<file path="src/rtl/pmeg_consts.vh">
// constants for the pulse modulator mode edge generator
//
// Contract
// - period counter runs zero to period_limit, restarts; edges fire on counter match.
// - multiple-output mode drives two phases, equal width, offset, own cycle adjusts.
// - multiple-output mode ignores event two and event four.
// - multiple-output output B may cross period boundary; output A never crosses.
// - multiple-output B rises at fixed position; cycle adjust B changes B width.
// - resonant dead times: e3-e2 and e1+period-e4; their mean is used.
// - resonant A rises at e1, falls at e1+duty-average dead time.
// - resonant B rises at A fall+(e3-e2), falls at filter period-(period-e4).
// - resonant adaptive trigger A at e1+duty+offset, B at e1+duty/2+offset.
// - phase trigger selectable between phase trigger register and filter duty.
// - sample triggers and blanking windows come straight from their registers.
// - triangular mode keeps A inactive, no adaptive trigger; only B driven.
// - triangular B rises at period/2-duty/2+cycle adjust A.
// - triangular B falls at period/2+duty/2+cycle adjust B.
// - leading-edge A falls at e1, rises at e1-duty+cycle adjust A.
// - leading-edge B rises at e4, falls at A rise-(e2-e3).
// - leading-edge adaptive trigger A at e1-duty+offset, B at e1-duty/2+offset.
`ifndef PMEG_CONSTS_VH
`define PMEG_CONSTS_VH

`define PMEG_MODE_MULTI     2'h0
`define PMEG_MODE_RESONANT  2'h1
`define PMEG_MODE_TRIANGLE  2'h2
`define PMEG_MODE_LEADING   2'h3

`define PMEG_ASEL_FULL      1'h0
`define PMEG_ASEL_HALF      1'h1

`define PMEG_PSEL_REG       1'h0
`define PMEG_PSEL_DUTY      1'h1

`define PMEG_OUT_RESET      1'h0
`define PMEG_HALF_SHIFT     1

`endif

</file>
<file path="src/rtl/pmeg_edge_gen.v">
// mode dependent edge placement for one pulse modulator
`timescale 1ns/1ns
`include "pmeg_consts.vh"

module pmeg_edge_gen #(
	parameter W = 16
) (
	// clock and reset
	input  wire         clk,
	input  wire         nrst,
	// mode and selects
	input  wire [1:0]   mode,
	input  wire         adapt_sel,
	input  wire         phase_sel,
	// period and event registers
	input  wire [W-1:0] period_limit,
	input  wire [W-1:0] event1,
	input  wire [W-1:0] event2,
	input  wire [W-1:0] event3,
	input  wire [W-1:0] event4,
	// adjusts and offsets
	input  wire [W-1:0] cycle_adj_a,
	input  wire [W-1:0] cycle_adj_b,
	input  wire [W-1:0] adapt_offset,
	input  wire [W-1:0] phase_trig_reg,
	// fixed trigger and blanking registers
	input  wire [W-1:0] sample_pos1,
	input  wire [W-1:0] sample_pos2,
	input  wire [W-1:0] blank_a_begin,
	input  wire [W-1:0] blank_a_end,
	input  wire [W-1:0] blank_b_begin,
	input  wire [W-1:0] blank_b_end,
	// filter outputs
	input  wire [W-1:0] filter_duty,
	input  wire [W-1:0] filter_period,
	// pulse outputs
	output reg          pulse_output_a,
	output reg          pulse_output_b,
	// triggers and windows
	output reg          adapt_trig,
	output reg          sample_trig1,
	output reg          sample_trig2,
	output reg          blank_a,
	output reg          blank_b,
	output reg          phase_trig,
	output reg          period_start,
	output reg  [W-1:0] period_count
);

	// signed working width keeps negative intermediates visible
	localparam SW = W + 2;

	// fold a signed target into 0..period_limit
	function [W-1:0] wrap_pos;
		input signed [SW-1:0] x;
		input        [W-1:0]  lim;
		reg   signed [SW-1:0] len;
		begin
			len = $signed({2'h0, lim}) + $signed({{(SW-1){1'b0}}, 1'b1});
			if (x < 0) begin
				wrap_pos = x[W-1:0] + len[W-1:0];
			end else if (x >= len) begin
				wrap_pos = x[W-1:0] - len[W-1:0];
			end else begin
				wrap_pos = x[W-1:0];
			end
		end
	endfunction

	// zero extend an unsigned register into the working width
	function signed [SW-1:0] sx;
		input [W-1:0] v;
		begin
			sx = $signed({2'h0, v});
		end
	endfunction

	// adaptive trigger share: full duty for trigger a, half duty for trigger b
	function signed [SW-1:0] share;
		input                 sel;
		input signed [SW-1:0] full;
		input signed [SW-1:0] half;
		begin
			if (sel == `PMEG_ASEL_HALF) begin
				share = half;
			end else begin
				share = full;
			end
		end
	endfunction

	// set/clear level; clear wins so equal targets give zero width
	function level_next;
		input cur;
		input hit_set;
		input hit_clr;
		begin
			if (hit_clr) begin
				level_next = 1'b0;
			end else if (hit_set) begin
				level_next = 1'b1;
			end else begin
				level_next = cur;
			end
		end
	endfunction

	// counter
	reg  [W-1:0] cnt;
	wire         wrap_now = (cnt >= period_limit);
	wire [W-1:0] next_cnt = wrap_now ? {W{1'b0}} : cnt + {{(W-1){1'b0}}, 1'b1};

	// working terms
	wire signed [SW-1:0] s_e1   = sx(event1);
	wire signed [SW-1:0] s_e2   = sx(event2);
	wire signed [SW-1:0] s_e3   = sx(event3);
	wire signed [SW-1:0] s_e4   = sx(event4);
	wire signed [SW-1:0] s_prd  = sx(period_limit);
	wire signed [SW-1:0] s_duty = sx(filter_duty);
	wire signed [SW-1:0] s_half = sx(filter_duty >> `PMEG_HALF_SHIFT);
	wire signed [SW-1:0] s_fper = sx(filter_period);
	wire signed [SW-1:0] s_ca   = sx(cycle_adj_a);
	wire signed [SW-1:0] s_cb   = sx(cycle_adj_b);
	wire signed [SW-1:0] s_off  = sx(adapt_offset);
	wire signed [SW-1:0] s_mid  = sx(period_limit >> `PMEG_HALF_SHIFT);

	// resonant dead times
	wire signed [SW-1:0] dead1   = s_e3 - s_e2;
	wire signed [SW-1:0] dead2   = s_e1 + s_prd - s_e4;
	// floor of the mean; sum stays well inside the two guard bits
	wire signed [SW-1:0] dead_av = (dead1 + dead2) >>> `PMEG_HALF_SHIFT;

	// combinational targets for the coming period
	reg signed [SW-1:0] t_a_rise;
	reg signed [SW-1:0] t_a_fall;
	reg signed [SW-1:0] t_b_rise;
	reg signed [SW-1:0] t_b_fall;
	reg signed [SW-1:0] t_adp;
	reg                 en_a;
	reg                 en_adp;

	always @* begin
		t_a_rise = s_e1;
		t_a_fall = s_e1;
		t_b_rise = s_e3;
		t_b_fall = s_e3;
		t_adp    = s_off;
		en_a     = 1'b1;
		en_adp   = 1'b1;
		case (mode)
		`PMEG_MODE_MULTI: begin
			// second phase reuses the duty from its own fixed start
			t_a_rise = s_e1;
			t_a_fall = s_e1 + s_duty + s_ca;
			if (t_a_fall > s_prd) begin
				t_a_fall = s_prd;
			end
			t_b_rise = s_e3;
			t_b_fall = s_e3 + s_duty + s_cb;
			t_adp    = s_e1 + share(adapt_sel, s_duty, s_half) + s_off;
		end
		`PMEG_MODE_RESONANT: begin
			t_a_rise = s_e1;
			t_a_fall = s_e1 + s_duty - dead_av;
			t_b_rise = t_a_fall + dead1;
			t_b_fall = s_fper - (s_prd - s_e4);
			t_adp    = s_e1 + share(adapt_sel, s_duty, s_half) + s_off;
		end
		`PMEG_MODE_TRIANGLE: begin
			en_a     = 1'b0;
			en_adp   = 1'b0;
			t_b_rise = s_mid - s_half + s_ca;
			t_b_fall = s_mid + s_half + s_cb;
		end
		`PMEG_MODE_LEADING: begin
			t_a_fall = s_e1;
			t_a_rise = s_e1 - s_duty + s_ca;
			t_b_rise = s_e4;
			t_b_fall = t_a_rise - (s_e2 - s_e3);
			t_adp    = s_e1 - share(adapt_sel, s_duty, s_half) + s_off;
		end
		default: begin
			en_a   = 1'b0;
			en_adp = 1'b0;
		end
		endcase
	end

	// targets held for a whole period so a moving filter cannot skip an edge
	reg [W-1:0] a_rise;
	reg [W-1:0] a_fall;
	reg [W-1:0] b_rise;
	reg [W-1:0] b_fall;
	reg [W-1:0] adp_pos;
	reg [W-1:0] ph_pos;
	reg         a_on;
	reg         adp_on;

	always @(posedge clk or negedge nrst) begin
		if (!nrst) begin
			cnt     <= {W{1'b0}};
			a_rise  <= {W{1'b0}};
			a_fall  <= {W{1'b0}};
			b_rise  <= {W{1'b0}};
			b_fall  <= {W{1'b0}};
			adp_pos <= {W{1'b0}};
			ph_pos  <= {W{1'b0}};
			a_on    <= 1'b0;
			adp_on  <= 1'b0;
		end else begin
			cnt <= next_cnt;
			if (wrap_now) begin
				// new equation set takes effect at each period start
				a_rise  <= wrap_pos(t_a_rise, period_limit);
				a_fall  <= wrap_pos(t_a_fall, period_limit);
				b_rise  <= wrap_pos(t_b_rise, period_limit);
				b_fall  <= wrap_pos(t_b_fall, period_limit);
				adp_pos <= wrap_pos(t_adp, period_limit);
				ph_pos  <= (phase_sel == `PMEG_PSEL_DUTY) ? filter_duty : phase_trig_reg;
				a_on    <= en_a;
				adp_on  <= en_adp;
			end
		end
	end

	// edge matches on the running count
	wire hit_ar = (cnt == a_rise);
	wire hit_af = (cnt == a_fall);
	wire hit_br = (cnt == b_rise);
	wire hit_bf = (cnt == b_fall);

	// output a is forced low while its mode leaves it unused
	wire next_a = a_on ? level_next(pulse_output_a, hit_ar, hit_af) :
	              `PMEG_OUT_RESET;
	wire next_b = level_next(pulse_output_b, hit_br, hit_bf);
	wire next_blank_a = level_next(blank_a, (cnt == blank_a_begin),
	                               (cnt == blank_a_end));
	wire next_blank_b = level_next(blank_b, (cnt == blank_b_begin),
	                               (cnt == blank_b_end));

	always @(posedge clk or negedge nrst) begin
		if (!nrst) begin
			pulse_output_a <= `PMEG_OUT_RESET;
			pulse_output_b <= `PMEG_OUT_RESET;
			adapt_trig     <= 1'b0;
			sample_trig1   <= 1'b0;
			sample_trig2   <= 1'b0;
			blank_a        <= 1'b0;
			blank_b        <= 1'b0;
			phase_trig     <= 1'b0;
			period_start   <= 1'b0;
			period_count   <= {W{1'b0}};
		end else begin
			pulse_output_a <= next_a;
			pulse_output_b <= next_b;
			adapt_trig     <= adp_on && (cnt == adp_pos);
			sample_trig1   <= (cnt == sample_pos1);
			sample_trig2   <= (cnt == sample_pos2);
			blank_a        <= next_blank_a;
			blank_b        <= next_blank_b;
			phase_trig     <= (cnt == ph_pos);
			period_start   <= (cnt == {W{1'b0}});
			period_count   <= cnt;
		end
	end

endmodule // pmeg_edge_gen

</file>
<file path="config.mk">
export PLATFORM = sky130hd
export DESIGN_NAME = pmeg_edge_gen
export DESIGN_NICKNAME = d
export VERILOG_FILES = /design/src/rtl/pmeg_edge_gen.v
export VERILOG_INCLUDE_DIRS = /design/src /design/src/rtl
export SDC_FILE = /design/constraint.sdc
export NUM_CORES = 2
export LEC_CHECK = 0
export BUFFER_PORTS_ARGS = -buffer_cell sky130_fd_sc_hd__clkbuf_2
export CORE_ASPECT_RATIO = 1.25
export CORE_UTILIZATION = 40
export DETAILED_ROUTE_END_ITERATION = 16
export REMOVE_ABC_BUFFERS = 1
export SYNTH_ARGS = -nofsm -noshare
export SYNTH_HDL_FRONTEND = slang
export SYNTH_SLANG_ARGS = --single-unit
</file>
<file path="constraint.sdc">
create_clock -name clk -period 5.4 [get_ports clk]
set_input_delay 0.54 -clock clk [delete_from_list [all_inputs] [get_ports clk]]
set_output_delay 0.54 -clock clk [all_outputs]
set_load 0.05 [all_outputs]
</file>
==> metrics.txt <==
top flip-flop cell by instance count after synthesis sky130_fd_sc_hd__dfrtp_1; Cell Area, Synth 33380 um^2; worst min-delay path category in2async; routed via count divided by cell count 5.591; startpoint class of the critical path input pin; final HPWL from detailed placement 142.1 mm; GP Congestion 1.083; nets@finish 7021; Peak supply drop 0.6993 mV; failing checks setup timing; Pwr Total 39.97 mW; clock latency at the later pin of the worst-skew pair 0.46 ns; post-route worst setup slack -3.100 ns; starting utilization of the core area 40.37%; post-detailed-route DRC marker count 0; Data arrival, critical path 8.85 ns; sequential area share after synthesis 10.35%; # IOs 303; share of the core filled with cells in the final layout 63.20%; htree depth 4; Remaining Overflow, GRT 0; average wire per standard cell 23.75 um; Worst-path clk slew 0.07 ns; final worst path period share 157.4%; number of distinct library cells after synthesis 87; data required time at the worst endpoint 5.75 ns; maximum number of pins on one net before global-route repair 94; standard-cell row count 118; instance count of the mapped netlist 4347; max-slew violation count 0; Least-Margin Pin Slew 0.9338 ns; warnings from Yosys 0; Root Buffer sky130_fd_sc_hd__clkbuf_16; total number of vias 40435; Max Cap Viol 0; beginning of the worst register-to-register path cnt[0]; cts bufs inserted 17; clock sinks 138; Setup crit end kind flip-flop; die extent in y 325.0 um; post-cts hold buffer count 0; Total Routed Length 171.8 mm; skew final 0.01418 ns; Core Area 82680 um^2; Crit path top cell by count sky130_fd_sc_hd__buf_4; launching instance or port of the critical path filter_duty[0]; cell count after placement 7042; Total Die Area 84610 um^2; number of enable-type register cells in the synthesized netlist 0; number of antenna violations at the first check in global routing 3; unrepaired setup endpoints after global routing true; filler-free cell count of the finished design 7232; design area 52260 um^2; total global-route track usage 39.17%; Area growth, synth to finish 56.55%; largest buffer count on any clock path 2; Cell Area, Placed 46910 um^2; wire length of the first global-routing pass 243.5 mm; static leakage 25.72 nW; Post-Syn Area per Cell 7.678 um^2; First DRT Iteration DRCs 2861; result of the run finished, violations left; count of endpoints failing setup in the final report 80; crit path time final 8.500 ns; flop and latch count out of synthesis 138; Worst Path Max Fanout 6; port bufs 302; DRT antenna net count 0; highest cell delay on the worst timing path 0.42 ns; Die Wd 260.4 um; number of filler cells placed in the layout 7316; CTS tree done; vias in the first global route 39859; worst slew margin relative to its limit 37.52%; power density cells 764.8 nW/um^2; achievable clock frequency 117.6 MHz; number of optimization iterations in the first detailed-route pass 8; Final Hold Viols 0; proportion of synthesized flip-flops having asynchronous set or reset 100.0%; worst-path cell with the longest stage delay sky130_fd_sc_hd__fa_2; fraction of final layout cells with drive strength greater than 1 40.66%; Setup CP Type in2reg
## Yosys cell counts (23+ instances only)
library cell,number,share of area (%)
sky130_fd_sc_hd__or3_1,31,0.58
sky130_fd_sc_hd__a31oi_1,53,0.99
sky130_fd_sc_hd__ha_1,488,18
sky130_fd_sc_hd__and2_1,27,0.51
sky130_fd_sc_hd__a211oi_1,31,0.70
sky130_fd_sc_hd__dfrtp_1,138,10
sky130_fd_sc_hd__nor3_1,83,1.2
sky130_fd_sc_hd__and3_1,36,0.67
sky130_fd_sc_hd__nand2_1,299,3.4
sky130_fd_sc_hd__or2_2,23,0.43
sky130_fd_sc_hd__o21a_1,86,1.9
sky130_fd_sc_hd__xnor2_1,374,9.8
sky130_fd_sc_hd__a21boi_0,24,0.54
sky130_fd_sc_hd__o211ai_1,28,0.63
sky130_fd_sc_hd__clkbuf_1,137,1.5
sky130_fd_sc_hd__o21bai_1,61,1.4
sky130_fd_sc_hd__nand2b_1,62,1.2
sky130_fd_sc_hd__nand3_1,56,0.84
sky130_fd_sc_hd__xor2_1,110,2.9
sky130_fd_sc_hd__o21ai_0,272,4.1
sky130_fd_sc_hd__o22ai_1,28,0.52
sky130_fd_sc_hd__inv_1,434,4.9
sky130_fd_sc_hd__a21oi_1,333,5.0
sky130_fd_sc_hd__o31ai_1,29,0.65
sky130_fd_sc_hd__mux2i_1,38,1.1
sky130_fd_sc_hd__nor2_1,354,4.0
sky130_fd_sc_hd__nor4_1,33,0.62
sky130_fd_sc_hd__nand4_1,67,1.3
sky130_fd_sc_hd__fa_1,119,7.1
sky130_fd_sc_hd__a21o_1,116,2.6
sky130_fd_sc_hd__nor2b_1,53,0.99
## routing by layer
layer / global-route usage (%) / share of wire, %
met2: 64.37 / 45
met1: 45.08 / 37
met4: 32.44 / 10
met3: 5.080 / 7.0
met5: 0 / 0.0076
## critical path, delay by kind of cell
kind	cells	cell delay, ns
AOI/OAI and AO/OA	10	2.14
xor gates and xnor gates	2	0.19
buffers and inverters	27	3.44
and+or+nand+nor	7	1.51
adders and majority gates	4	1.03
## placed cells by master, fill, tap and decap left out, types with 29 or more instances in the layout
| cell type | Yosys | layout |
|---|---|---|
| sky130_fd_sc_hd__a21o_1 | 116 | 113 |
| sky130_fd_sc_hd__a21oi_1 | 333 | 264 |
| sky130_fd_sc_hd__a21oi_2 | 0 | 61 |
| sky130_fd_sc_hd__a31oi_1 | 53 | 44 |
| sky130_fd_sc_hd__and3_1 | 36 | 29 |
| sky130_fd_sc_hd__buf_4 | 2 | 1544 |
| sky130_fd_sc_hd__buf_6 | 1 | 71 |
| sky130_fd_sc_hd__clkbuf_2 | 0 | 292 |
| sky130_fd_sc_hd__dfrtp_1 | 138 | 138 |
| sky130_fd_sc_hd__fa_1 | 119 | 110 |
| sky130_fd_sc_hd__ha_1 | 488 | 434 |
| sky130_fd_sc_hd__ha_4 | 0 | 45 |
| sky130_fd_sc_hd__inv_1 | 434 | 409 |
| sky130_fd_sc_hd__mux2i_1 | 38 | 35 |
| sky130_fd_sc_hd__nand2_1 | 299 | 277 |
| sky130_fd_sc_hd__nand2b_1 | 62 | 56 |
| sky130_fd_sc_hd__nand3_1 | 56 | 48 |
| sky130_fd_sc_hd__nand4_1 | 67 | 67 |
| sky130_fd_sc_hd__nor2_1 | 354 | 331 |
| sky130_fd_sc_hd__nor2b_1 | 53 | 47 |
| sky130_fd_sc_hd__nor3_1 | 83 | 68 |
| sky130_fd_sc_hd__o21a_1 | 86 | 85 |
| sky130_fd_sc_hd__o21ai_0 | 272 | 181 |
| sky130_fd_sc_hd__o21ai_1 | 4 | 57 |
| sky130_fd_sc_hd__o21ai_2 | 0 | 34 |
| sky130_fd_sc_hd__o21bai_1 | 61 | 54 |
| sky130_fd_sc_hd__xnor2_1 | 374 | 352 |
| sky130_fd_sc_hd__xor2_1 | 110 | 103 |
## metrics by stage
stage / setup WS (ns) / TNS, ns / hold slack, ns
4_1_cts: -2.977 / -161.89 / 0.2145
5_1_grt: -3.253 / -159.91 / 0.2344
6_report: -3.100 / -140.54 / 0.1771
3_3_place_gp: -3.983 / -243.88 / 0.4812
2_1_floorplan: -3.362 / -174.71 / 0.2444
3_5_place_dp: -4.095 / -247.33 / 0.4875
## power by group
part | total [mW] | internal [mW] | switching (mW)
logic | 36.7 | 18.6 | 18.1
registers | 1.91 | 1.50 | 0.411
clock network | 1.31 | 0.752 | 0.560
total | 40.0 | 20.9 | 19.1
## path summary, 6_finish.rpt
| path | to | slack, ns | cells past startpoint |
|---|---|---|---|
| max in group asynchronous | a_rise[1] | 3.93 | 2 |
| worst max register to register | b_fall[1] | 1.46 | 14 |
| worst max-delay path | a_fall[10] | -3.10 | 50 |
| worst min-delay path | b_fall[3] | 0.18 | 1 |
| min in group clk | ph_pos[11] | 0.37 | 3 |
| worst min register to register | a_rise[3] | 0.50 | 2 |
## what timing repair did
| item | 4_1_cts | 5_1_grt |
|---|---|---|
| gates resized for setup | 274 | 507 |
| endpoints found under the setup margin | 80 | 80 |
| buffers inserted | 83 | 79 |
| cloned | 1 | 4 |
| pin swaps | 187 | 324 |
## cells by family (layout without fill, tap and decap cells)
kind of cell,count (synthesis),after routing,share of synthesized area (%)
AOI/OAI and AO/OA,1270,1270,24.86
xor gates and xnor gates,486,486,12.84
adders and majority gates,608,608,25.46
buffers and inverters,606,2408,6.897
DFF,138,138,10.35
muxes,67,67,2.759
other,0,3,0
and+or+nand+nor,1172,1172,16.84
## cell type report
cell class                 count  area (um^2)  share of cell area (%)
multi-input combinational   3603        30660                   58.68
inverter                     436         1675                   3.206
clock buffer                  18        439.2                  0.8404
timing repair buffer        1940        14480                   27.71
clock inverter                14        186.4                  0.3568
antenna                        3        7.507                 0.01437
tap                         1080         1351                   2.586
sequential                   138         3453                   6.609
(Power assumes the default switching activity.)
